==> config.mk <==
export PLATFORM = sky130hd
export DESIGN_NAME = eps_slave
export DESIGN_NICKNAME = d
export VERILOG_FILES = /design/src/eps_mem.v /design/src/eps_slave.v
export VERILOG_INCLUDE_DIRS = /design/src
export SDC_FILE = /design/constraint.sdc
export NUM_CORES = 2
export LEC_CHECK = 0
export ABC_AREA = 1
export BUFFER_PORTS_ARGS = -buffer_cell sky130_fd_sc_hd__buf_2
export CORE_ASPECT_RATIO = 1.25
export CORE_MARGIN = 2
export CORE_UTILIZATION = 65
export CTS_BUF_LIST = sky130_fd_sc_hd__clkbuf_4 sky130_fd_sc_hd__clkbuf_8
export CTS_CLUSTER_SIZE = 10
export DETAILED_ROUTE_END_ITERATION = 10
export PLACE_DENSITY_LB_ADDON = 0.3
export SLEW_MARGIN = 20
export SYNTH_ARGS = -nofsm -noshare
export SYNTH_HDL_FRONTEND = slang
export SYNTH_SLANG_ARGS = --single-unit
==> constraint.sdc <==
create_clock -name ref_clk -period 13.2 [get_ports ref_clk]
set_input_delay 2.64 -clock ref_clk [delete_from_list [all_inputs] [get_ports ref_clk]]
set_output_delay 2.64 -clock ref_clk [all_outputs]
set_load 0.01 [all_outputs]
==> src/eps_defines.vh <==
// Constants for the serial memory slave: address pattern, timing counts.
// Assumes a 100 MHz reference clock; included by the slave design file.
`ifndef EPS_DEFINES_VH
`define EPS_DEFINES_VH
`define EPS_CLK_MHZ 100
`define EPS_DEV_TYPE 4'ha
`define EPS_PROG_TIME_MS 5
`define EPS_PROG_CYCLES (`EPS_PROG_TIME_MS * 1000 * `EPS_CLK_MHZ)
`define EPS_PU_TIME_MS 1
`define EPS_PU_CYCLES (`EPS_PU_TIME_MS * 1000 * `EPS_CLK_MHZ)
`define EPS_GROUP_BYTES 4
`define EPS_CHECK_BITS 6
`define EPS_WORD_BITS 38
`define EPS_ERASED_BYTE 8'hff
`endif

==> src/eps_mem.v <==
// Protected memory: each word holds four data bytes and six check bits.
// Assumes the caller applies a write and a read in separate cycles.
`timescale 1ns/1ps
module eps_mem #(
  parameter AW = 6,
  parameter DW = 38
) (
  input wire clk, // Clock.
  input wire we, // Write strobe.
  input wire [AW-1:0] addr, // Word index.
  input wire [DW-1:0] wdata, // Word to store.
  output reg [DW-1:0] rdata // Registered read word.
);
  reg [DW-1:0] mem [0:(1<<AW)-1];
  always @(posedge clk) begin
    if (we) begin
      mem[addr] <= wdata;
    end
    rdata <= mem[addr];
  end
endmodule // eps_mem

==> src/eps_slave.v <==
// Serial memory slave: bus protocol, write protect, power-up and ECC.
// Assumes scl, sda and pin straps are asynchronous and synchronised here.
`timescale 1ns/1ps
`include "eps_defines.vh"
module eps_slave #(
  parameter AW = 6,
  parameter PROG_CYCLES = `EPS_PROG_CYCLES,
  parameter PU_CYCLES = `EPS_PU_CYCLES
) (
  input wire ref_clk, // Reference clock.
  input wire resetn, // Asynchronous reset, low active.
  input wire scl_in, // Serial clock from master.
  input wire sda_in, // Serial data level.
  output reg sda_out, // Data drive value, always low.
  output reg sda_oe_n, // Low while pulling data low.
  input wire protect_in, // Write protect, pulled low.
  input wire device_select_bit0, // Select strap 0.
  input wire device_select_bit1, // Select strap 1.
  input wire device_select_bit2, // Select strap 2.
  output reg ready_q, // High once power-up delay passed.
  output reg busy_q, // High during internal program time.
  output reg ecc_fix_q // Pulse on nonzero read syndrome, for each read byte except the first of a read.
);
  localparam S_IDLE = 7'h01, S_ADDR = 7'h02, S_AHI = 7'h04, S_ALO = 7'h08;
  localparam S_WDAT = 7'h10, S_RDAT = 7'h20, S_SKIP = 7'h40;
  localparam CW = 32;
  reg [2:0] scl_s, sda_s;
  reg [1:0] wp_s, a0_s, a1_s, a2_s;
  reg [6:0] st_q;
  reg [7:0] sh_q;
  reg [3:0] bit_q;
  reg ack_ph_q, rd_q, wp_hold_q, mack_q, want_q;
  reg wp_due_q;
  reg [AW+1:0] ptr_q;
  reg [31:0] page_q;
  reg [3:0] dirty_q;
  reg [AW-1:0] pword_q;
  reg [CW-1:0] pu_cnt_q, wr_cnt_q;
  reg mem_we_q;
  reg [`EPS_WORD_BITS-1:0] mem_wd_q;
  wire [`EPS_WORD_BITS-1:0] mem_rd;
  reg [7:0] out_byte_q;
  reg [1:0] load_q;
  // Samples from two-stage synchronisers; stage two onward only.
  wire scl = scl_s[1];
  wire sda = sda_s[1];
  wire scl_rise = scl_s[1] & ~scl_s[2];
  wire scl_fall = ~scl_s[1] & scl_s[2];
  wire start_c = scl_s[2] & scl & sda_s[2] & ~sda;
  wire stop_c = scl_s[2] & scl & ~sda_s[2] & sda;
  wire [2:0] sel = {a2_s[1], a1_s[1], a0_s[1]};
  // Hamming-style check bits over 32 data bits, 6 parity groups.
  function [5:0] ecc_of;
    input [31:0] d;
    integer i;
    begin
      ecc_of = 6'h00;
      for (i = 0; i < 32; i = i + 1) begin
        if (d[i]) begin
          ecc_of = ecc_of ^ i[5:0] ^ 6'h20;
        end
      end
    end
  endfunction
  function [5:0] pos_code;
    input [5:0] p;
    begin
      pos_code = p ^ 6'h20;
    end
  endfunction
  // Syndrome locates the single flipped data bit in the stored word.
  wire [5:0] syn = ecc_of(mem_rd[31:0]) ^ mem_rd[37:32];
  reg [31:0] fixed;
  integer k;
  always @* begin
    fixed = mem_rd[31:0];
    for (k = 0; k < 32; k = k + 1) begin
      if (syn != 6'h00 && syn == pos_code(k[5:0])) begin
        fixed[k] = ~mem_rd[k];
      end
    end
  end
  eps_mem #(.AW(AW), .DW(`EPS_WORD_BITS)) u_mem (
    .clk(ref_clk),
    .we(mem_we_q),
    .addr(mem_we_q ? pword_q : ptr_q[AW+1:2]),
    .wdata(mem_wd_q),
    .rdata(mem_rd)
  );
  always @(posedge ref_clk or negedge resetn) begin
    if (!resetn) begin
      scl_s <= 3'h7;
      sda_s <= 3'h7;
      wp_s <= 2'h0;
      a0_s <= 2'h0;
      a1_s <= 2'h0;
      a2_s <= 2'h0;
    end else begin
      scl_s <= {scl_s[1:0], scl_in};
      sda_s <= {sda_s[1:0], sda_in};
      wp_s <= {wp_s[0], protect_in};
      a0_s <= {a0_s[0], device_select_bit0};
      a1_s <= {a1_s[0], device_select_bit1};
      a2_s <= {a2_s[0], device_select_bit2};
    end
  end
  always @(posedge ref_clk or negedge resetn) begin
    if (!resetn) begin
      st_q <= S_IDLE;
      sh_q <= 8'h00;
      bit_q <= 4'h0;
      ack_ph_q <= 1'b0;
      rd_q <= 1'b0;
      wp_hold_q <= 1'b0;
      wp_due_q <= 1'b0;
      mack_q <= 1'b0;
      want_q <= 1'b0;
      ptr_q <= {(AW+2){1'b0}};
      page_q <= 32'h00000000;
      dirty_q <= 4'h0;
      pword_q <= {AW{1'b0}};
      pu_cnt_q <= {CW{1'b0}};
      wr_cnt_q <= {CW{1'b0}};
      ready_q <= 1'b0;
      busy_q <= 1'b0;
      mem_we_q <= 1'b0;
      mem_wd_q <= {`EPS_WORD_BITS{1'b0}};
      out_byte_q <= `EPS_ERASED_BYTE;
      load_q <= 2'h0;
      ecc_fix_q <= 1'b0;
      sda_out <= 1'b0;
      sda_oe_n <= 1'b1;
    end else begin
      mem_we_q <= 1'b0;
      ecc_fix_q <= 1'b0;
      sda_out <= 1'b0;
      if (!ready_q) begin
        pu_cnt_q <= pu_cnt_q + 1'b1;
        if (pu_cnt_q == PU_CYCLES - 1) begin
          ready_q <= 1'b1;
        end
      end
      if (busy_q) begin
        wr_cnt_q <= wr_cnt_q + 1'b1;
        if (wr_cnt_q == PROG_CYCLES - 1) begin
          busy_q <= 1'b0;
        end
      end
      // Read-modify-write: fetch old group, merge new bytes, re-encode.
      if (load_q == 2'h1) begin
        load_q <= 2'h2;
      end else if (load_q == 2'h2) begin
        load_q <= 2'h0;
        begin : merge
          reg [31:0] m;
          integer b;
          m = fixed;
          for (b = 0; b < 4; b = b + 1) begin
            if (dirty_q[b]) begin
              m[8*b +: 8] = page_q[8*b +: 8];
            end
          end
          mem_we_q <= 1'b1;
          mem_wd_q <= {ecc_of(m), m};
        end
        dirty_q <= 4'h0;
      end
      if (!ready_q) begin
        st_q <= S_IDLE;
        sda_oe_n <= 1'b1;
      end else if (stop_c) begin
        st_q <= S_IDLE;
        sda_oe_n <= 1'b1;
        if (st_q == S_WDAT && dirty_q != 4'h0 && !wp_hold_q) begin
          busy_q <= 1'b1;
          wr_cnt_q <= {CW{1'b0}};
          load_q <= 2'h1;
        end
      end else if (start_c) begin
        st_q <= S_ADDR;
        bit_q <= 4'h0;
        ack_ph_q <= 1'b0;
        sda_oe_n <= 1'b1;
      end else if (scl_rise) begin
        if (ack_ph_q) begin
          mack_q <= ~sda;
        end else if (st_q != S_IDLE && st_q != S_RDAT) begin
          sh_q <= {sh_q[6:0], sda};
          bit_q <= bit_q + 1'b1;
        end else if (st_q == S_RDAT) begin
          bit_q <= bit_q + 1'b1;
        end
      end else if (scl_fall) begin
        if (ack_ph_q) begin
          ack_ph_q <= 1'b0;
          sda_oe_n <= 1'b1;
          bit_q <= 4'h0;
          // The fall closing the address ack is the last before data.
          if (wp_due_q) begin
            wp_hold_q <= wp_s[1];
            wp_due_q <= 1'b0;
          end
          if (st_q == S_RDAT) begin
            if (!mack_q) begin
              st_q <= S_SKIP;
            end else begin
              out_byte_q <= fixed[8*ptr_q[1:0] +: 8];
              ecc_fix_q <= (syn != 6'h00);
              ptr_q <= ptr_q + 1'b1;
              sda_oe_n <= fixed[8*ptr_q[1:0] + 7];
            end
          end else if (want_q) begin
            st_q <= S_RDAT;
            out_byte_q <= fixed[8*ptr_q[1:0] +: 8];
            ptr_q <= ptr_q + 1'b1;
            sda_oe_n <= fixed[8*ptr_q[1:0] + 7];
            want_q <= 1'b0;
          end
        end else if (st_q == S_RDAT) begin
          if (bit_q == 4'h8) begin
            ack_ph_q <= 1'b1;
            sda_oe_n <= 1'b1;
          end else begin
            sda_oe_n <= out_byte_q[3'h7 - bit_q[2:0]];
          end
        end else if (bit_q == 4'h8) begin
          case (st_q)
            S_ADDR: begin
              // Busy, wrong pattern or other select: leave the bus alone.
              if (sh_q[7:4] == `EPS_DEV_TYPE && sh_q[3:1] == sel
                  && !busy_q) begin
                ack_ph_q <= 1'b1;
                sda_oe_n <= 1'b0;
                rd_q <= sh_q[0];
                want_q <= sh_q[0];
                st_q <= sh_q[0] ? S_ADDR : S_AHI;
              end else begin
                st_q <= S_SKIP;
              end
            end
            S_AHI: begin
              ack_ph_q <= 1'b1;
              sda_oe_n <= 1'b0;
              st_q <= S_ALO;
            end
            S_ALO: begin
              ptr_q <= sh_q[AW+1:0];
              pword_q <= sh_q[AW+1:2];
              dirty_q <= 4'h0;
              wp_due_q <= 1'b1;
              ack_ph_q <= 1'b1;
              sda_oe_n <= 1'b0;
              st_q <= S_WDAT;
            end
            S_WDAT: begin
              if (wp_hold_q) begin
                st_q <= S_SKIP;
              end else begin
                // Bytes stay within the group; later ones overwrite.
                page_q[8*ptr_q[1:0] +: 8] <= sh_q;
                dirty_q[ptr_q[1:0]] <= 1'b1;
                ptr_q[1:0] <= ptr_q[1:0] + 2'h1;
                ack_ph_q <= 1'b1;
                sda_oe_n <= 1'b0;
              end
            end
            default: st_q <= S_SKIP;
          endcase
        end
      end
    end
  end
endmodule // eps_slave

==> results.sh <==
export IMPL_final_common_cell="edfxtp_1"
export IMPL_power_switching_mw=3.08
export IMPL_core_um2=156000
export IMPL_cts_buffer_depth=4
export IMPL_wl_per_cell_um=31.7
export IMPL_ys_flop_type="edfxtp_1"
export IMPL_synth_seq_cells=2675
export IMPL_p_comb_frac=0.001
export IMPL_place_congestion=1.01
export IMPL_netlist_area_um2=102000
export IMPL_syn_to_final_growth_pct=10.7
export IMPL_p_seq_frac=0.589
export IMPL_yosys_warnings=0
export IMPL_ctsHoldBuffers=0
export IMPL_grt_pass1_wl_um=424000
export IMPL_outcome="finished, final reports clean"
export IMPL_yosys_top_cells_area="edfxtp_1, a22oi_1, dfrtp_1, nand2_1, nand4_1"
export IMPL_post_cts_buffers=0
export IMPL_endpoint="u_mem.rdata[14]$_DFF_P_"
export IMPL_avgSynthCellArea_um2=15.0
export IMPL_grt_antenna_before_repair=16
export IMPL_arrival_ps=6480
export IMPL_ant_nets=0
export IMPL_cp_slowest_stage_delay_ps=970
export IMPL_cts_resized=0
export IMPL_cts_sinks=2675
export IMPL_cap_violations=0
export IMPL_hold_path_class="reg2reg"
export IMPL_worstReg2RegEnd="u_mem.rdata[14]$_DFF_P_"
export IMPL_final_util=0.723
export IMPL_synth_fp_nets=6826
export IMPL_tritoncts="done"
export IMPL_drt_initial_drc_count=10300
export IMPL_clk_latency_ps=1130
export IMPL_dieArea_um2=160000
export IMPL_grt_max_degree=119
export IMPL_drcViolationCount=0
export IMPL_critPathKind="reg2reg"
export IMPL_start_kind="flip-flop"
export IMPL_p_sw_frac=0.199
export IMPL_hold_violations=0
export IMPL_min_period_ps=5570
export IMPL_slew_viol_final=0
export IMPL_dieHeight_um=447
export IMPL_worstRegToRegCells=15
export IMPL_first_pass_iters=6
export IMPL_finalSetupViolations=0
export IMPL_drive_above_1_share=0.134
export IMPL_synth_edf_count=2432
export IMPL_power_density_nw_per_um2=137
export IMPL_whs_path_depth=0
export IMPL_place_hpwl_um=161000
export IMPL_synth_cell_types=64
export IMPL_netlist_area_leader_share=0.717
export IMPL_pin_count=13
export IMPL_period_share=0.422
export IMPL_crit_slowest_cell="a211oi_1"
export IMPL_critPathMaxFanout=43
export IMPL_rows=162
export IMPL_clockRootBuffer="clkbuf_8"
export IMPL_fmax_mhz=179
export IMPL_cts_clk_slew_worst_paths_ps=60
export IMPL_nets=7064
export IMPL_htreeDepth=5
export IMPL_clock_skew_ps=78.2
export IMPL_p_leak_nw=31.9
export IMPL_rsz0062_at_grt="no"
export IMPL_reg2reg_from="mem_we_q$_DFF_PN0_"
export IMPL_grt_ovfl_total=0
export IMPL_wirelength_um=298000
export IMPL_most_common_layout_cells="edfxtp_1, nand2_1, a22oi_1"
export IMPL_vias=65000
export IMPL_numPortBuffers=11
export IMPL_relSlewSlack=0.131
export IMPL_p_int_mw=12.4
export IMPL_grt_usage=0.373
export IMPL_cp_end_kind="flip-flop"
export IMPL_ys_seq_area_frac=0.775
export IMPL_cpMostUsedCell="nand2_1"
export IMPL_cp_cell_sequence="clkinv_1 -> or2_2 -> o21ai_0 -> inv_1 -> nand2_1 -> nor2_4 -> buf_4 -> buf_4 -> a22o_1 -> a221oi_1 -> nand4_1 -> nand2_1 -> o21ai_0 -> a211oi_1 -> nand2_1"
export IMPL_async_reset_ff_frac=0.0766
export IMPL_power_frac_clock=0.410
export IMPL_start_util=0.654
export IMPL_synth_top_area_cell="edfxtp_1"
export IMPL_synth_cells=6803
export IMPL_max_slew_worst_pin_slew_ps=1290
export IMPL_crit_required_ps=14110
export IMPL_cp_startpoint="mem_we_q$_DFF_PN0_"
export IMPL_grt_pass1_vias=63200
export IMPL_ir_drop_uv=106
export IMPL_tns_ps=0
export IMPL_rrSetupSlack_ps=7630
export IMPL_die_w_um=358
export IMPL_cts_made_buffers=398
export IMPL_routed_via_density=6.92
[layer usage]
metal	wire length (um)	GRT usage	part of all wire
met4	20200	0.227	0.068
met2	138000	0.575	0.46
met5	114	0	0.00038
met1	97500	0.471	0.33
met3	41900	0.107	0.14
[power by group through the flow]
| stage | combinational (mW) | clock (mW) | sequential, mW |
|---|---|---|---|
| CTS | 0.0200 | 6.36 | 9.11 |
| finish | 0.0192 | 6.35 | 9.11 |
| floorplan | 0.00371 | 0 | 9.29 |
| global route | 0.0222 | 6.70 | 9.11 |
| global placement | 0.0196 | 0 | 9.29 |
| detailed placement | 0.0200 | 0 | 9.29 |
[cell usage after synthesis (21+ instances only)]
library cell / n
nor2_1: 214
nand4_1: 309
a22o_1: 143
buf_1: 84
dfrtp_1: 189
a21oi_1: 50
nand3_1: 192
inv_1: 229
nor3_1: 53
clkbuf_1: 248
nor4_1: 21
dfxtp_1: 38
o21ai_0: 129
xor2_1: 75
xnor2_1: 27
a22oi_1: 829
nand2_1: 1146
a221oi_1: 156
a41oi_1: 31
edfxtp_1: 2432
[critical path: cells and delay by family (launching register included)]
| kind | cells | cell delay (ps) |
|---|---|---|
| buf+inv | 4 | 1390 |
| compound gates | 5 | 2050 |
| flops | 1 | 660 |
| simple gates | 6 | 1260 |
[flip-flops by register name, summed over array words and instances, names as in the netlist, 3 cells and up]
signal	cells
u_mem.mem	2432
mem_wd_q	38
u_mem.rdata	38
page_q	32
pu_cnt_q	32
wr_cnt_q	32
out_byte_q	8
ptr_q	8
sh_q	8
st_q	7
pword_q	6
bit_q	4
dirty_q	4
scl_s	3
sda_s	3
[stage by stage]
stage	hold slack (ps)	power [mW]	area, um2	worst slack (ps)	cells
global route	353	15.8	113000	7580	9397
CTS	350	15.5	113000	7920	9394
floorplan	331	9.29	102000	8000	6803
finish	349	15.5	113000	7630	9399
detailed placement	342	9.31	105000	7920	8689
global placement	335	9.31	105000	7440	8684
[worst min-delay path by stage]
stage / endpoint / start / slack [ps]
2_1_floorplan: a0_s[1]$_DFF_PN0_ / a0_s[0]$_DFF_PN0_ / 330
3_5_place_dp: a0_s[1]$_DFF_PN0_ / a0_s[0]$_DFF_PN0_ / 340
3_3_place_gp: a0_s[1]$_DFF_PN0_ / a0_s[0]$_DFF_PN0_ / 340
5_1_grt: a1_s[1]$_DFF_PN0_ / a1_s[0]$_DFF_PN0_ / 350
4_1_cts: a1_s[1]$_DFF_PN0_ / a1_s[0]$_DFF_PN0_ / 350
6_report: a1_s[1]$_DFF_PN0_ / a1_s[0]$_DFF_PN0_ / 350
[kinds of logic after synthesis]
group                    count (synthesis)  share of synthesized area
flip-flops                            2675                      0.775
AND/OR/NAND/NOR                       1986                     0.0860
AO/OA/AOI/OAI                         1422                      0.105
buffers and inverters                  593                     0.0223
XOR/XNOR                               109                    0.00989
adder cells (fa/ha/maj)                 15                    0.00184
multiplexers                             2                   0.000332
other                                    1                  0.0000368
[cell type report]
type                    instances  area, um2
repair buffers                182       1520
inverters                     249        935
fillers                      9209      43100
well taps                    2050       2560
multi-input cells            3535      21300
clock buffers                 532       6570
clock inverters               173        835
diodes                          3       7.51
flip-flops and latches       2675      79000
Power figures use the tool's default switching activity.
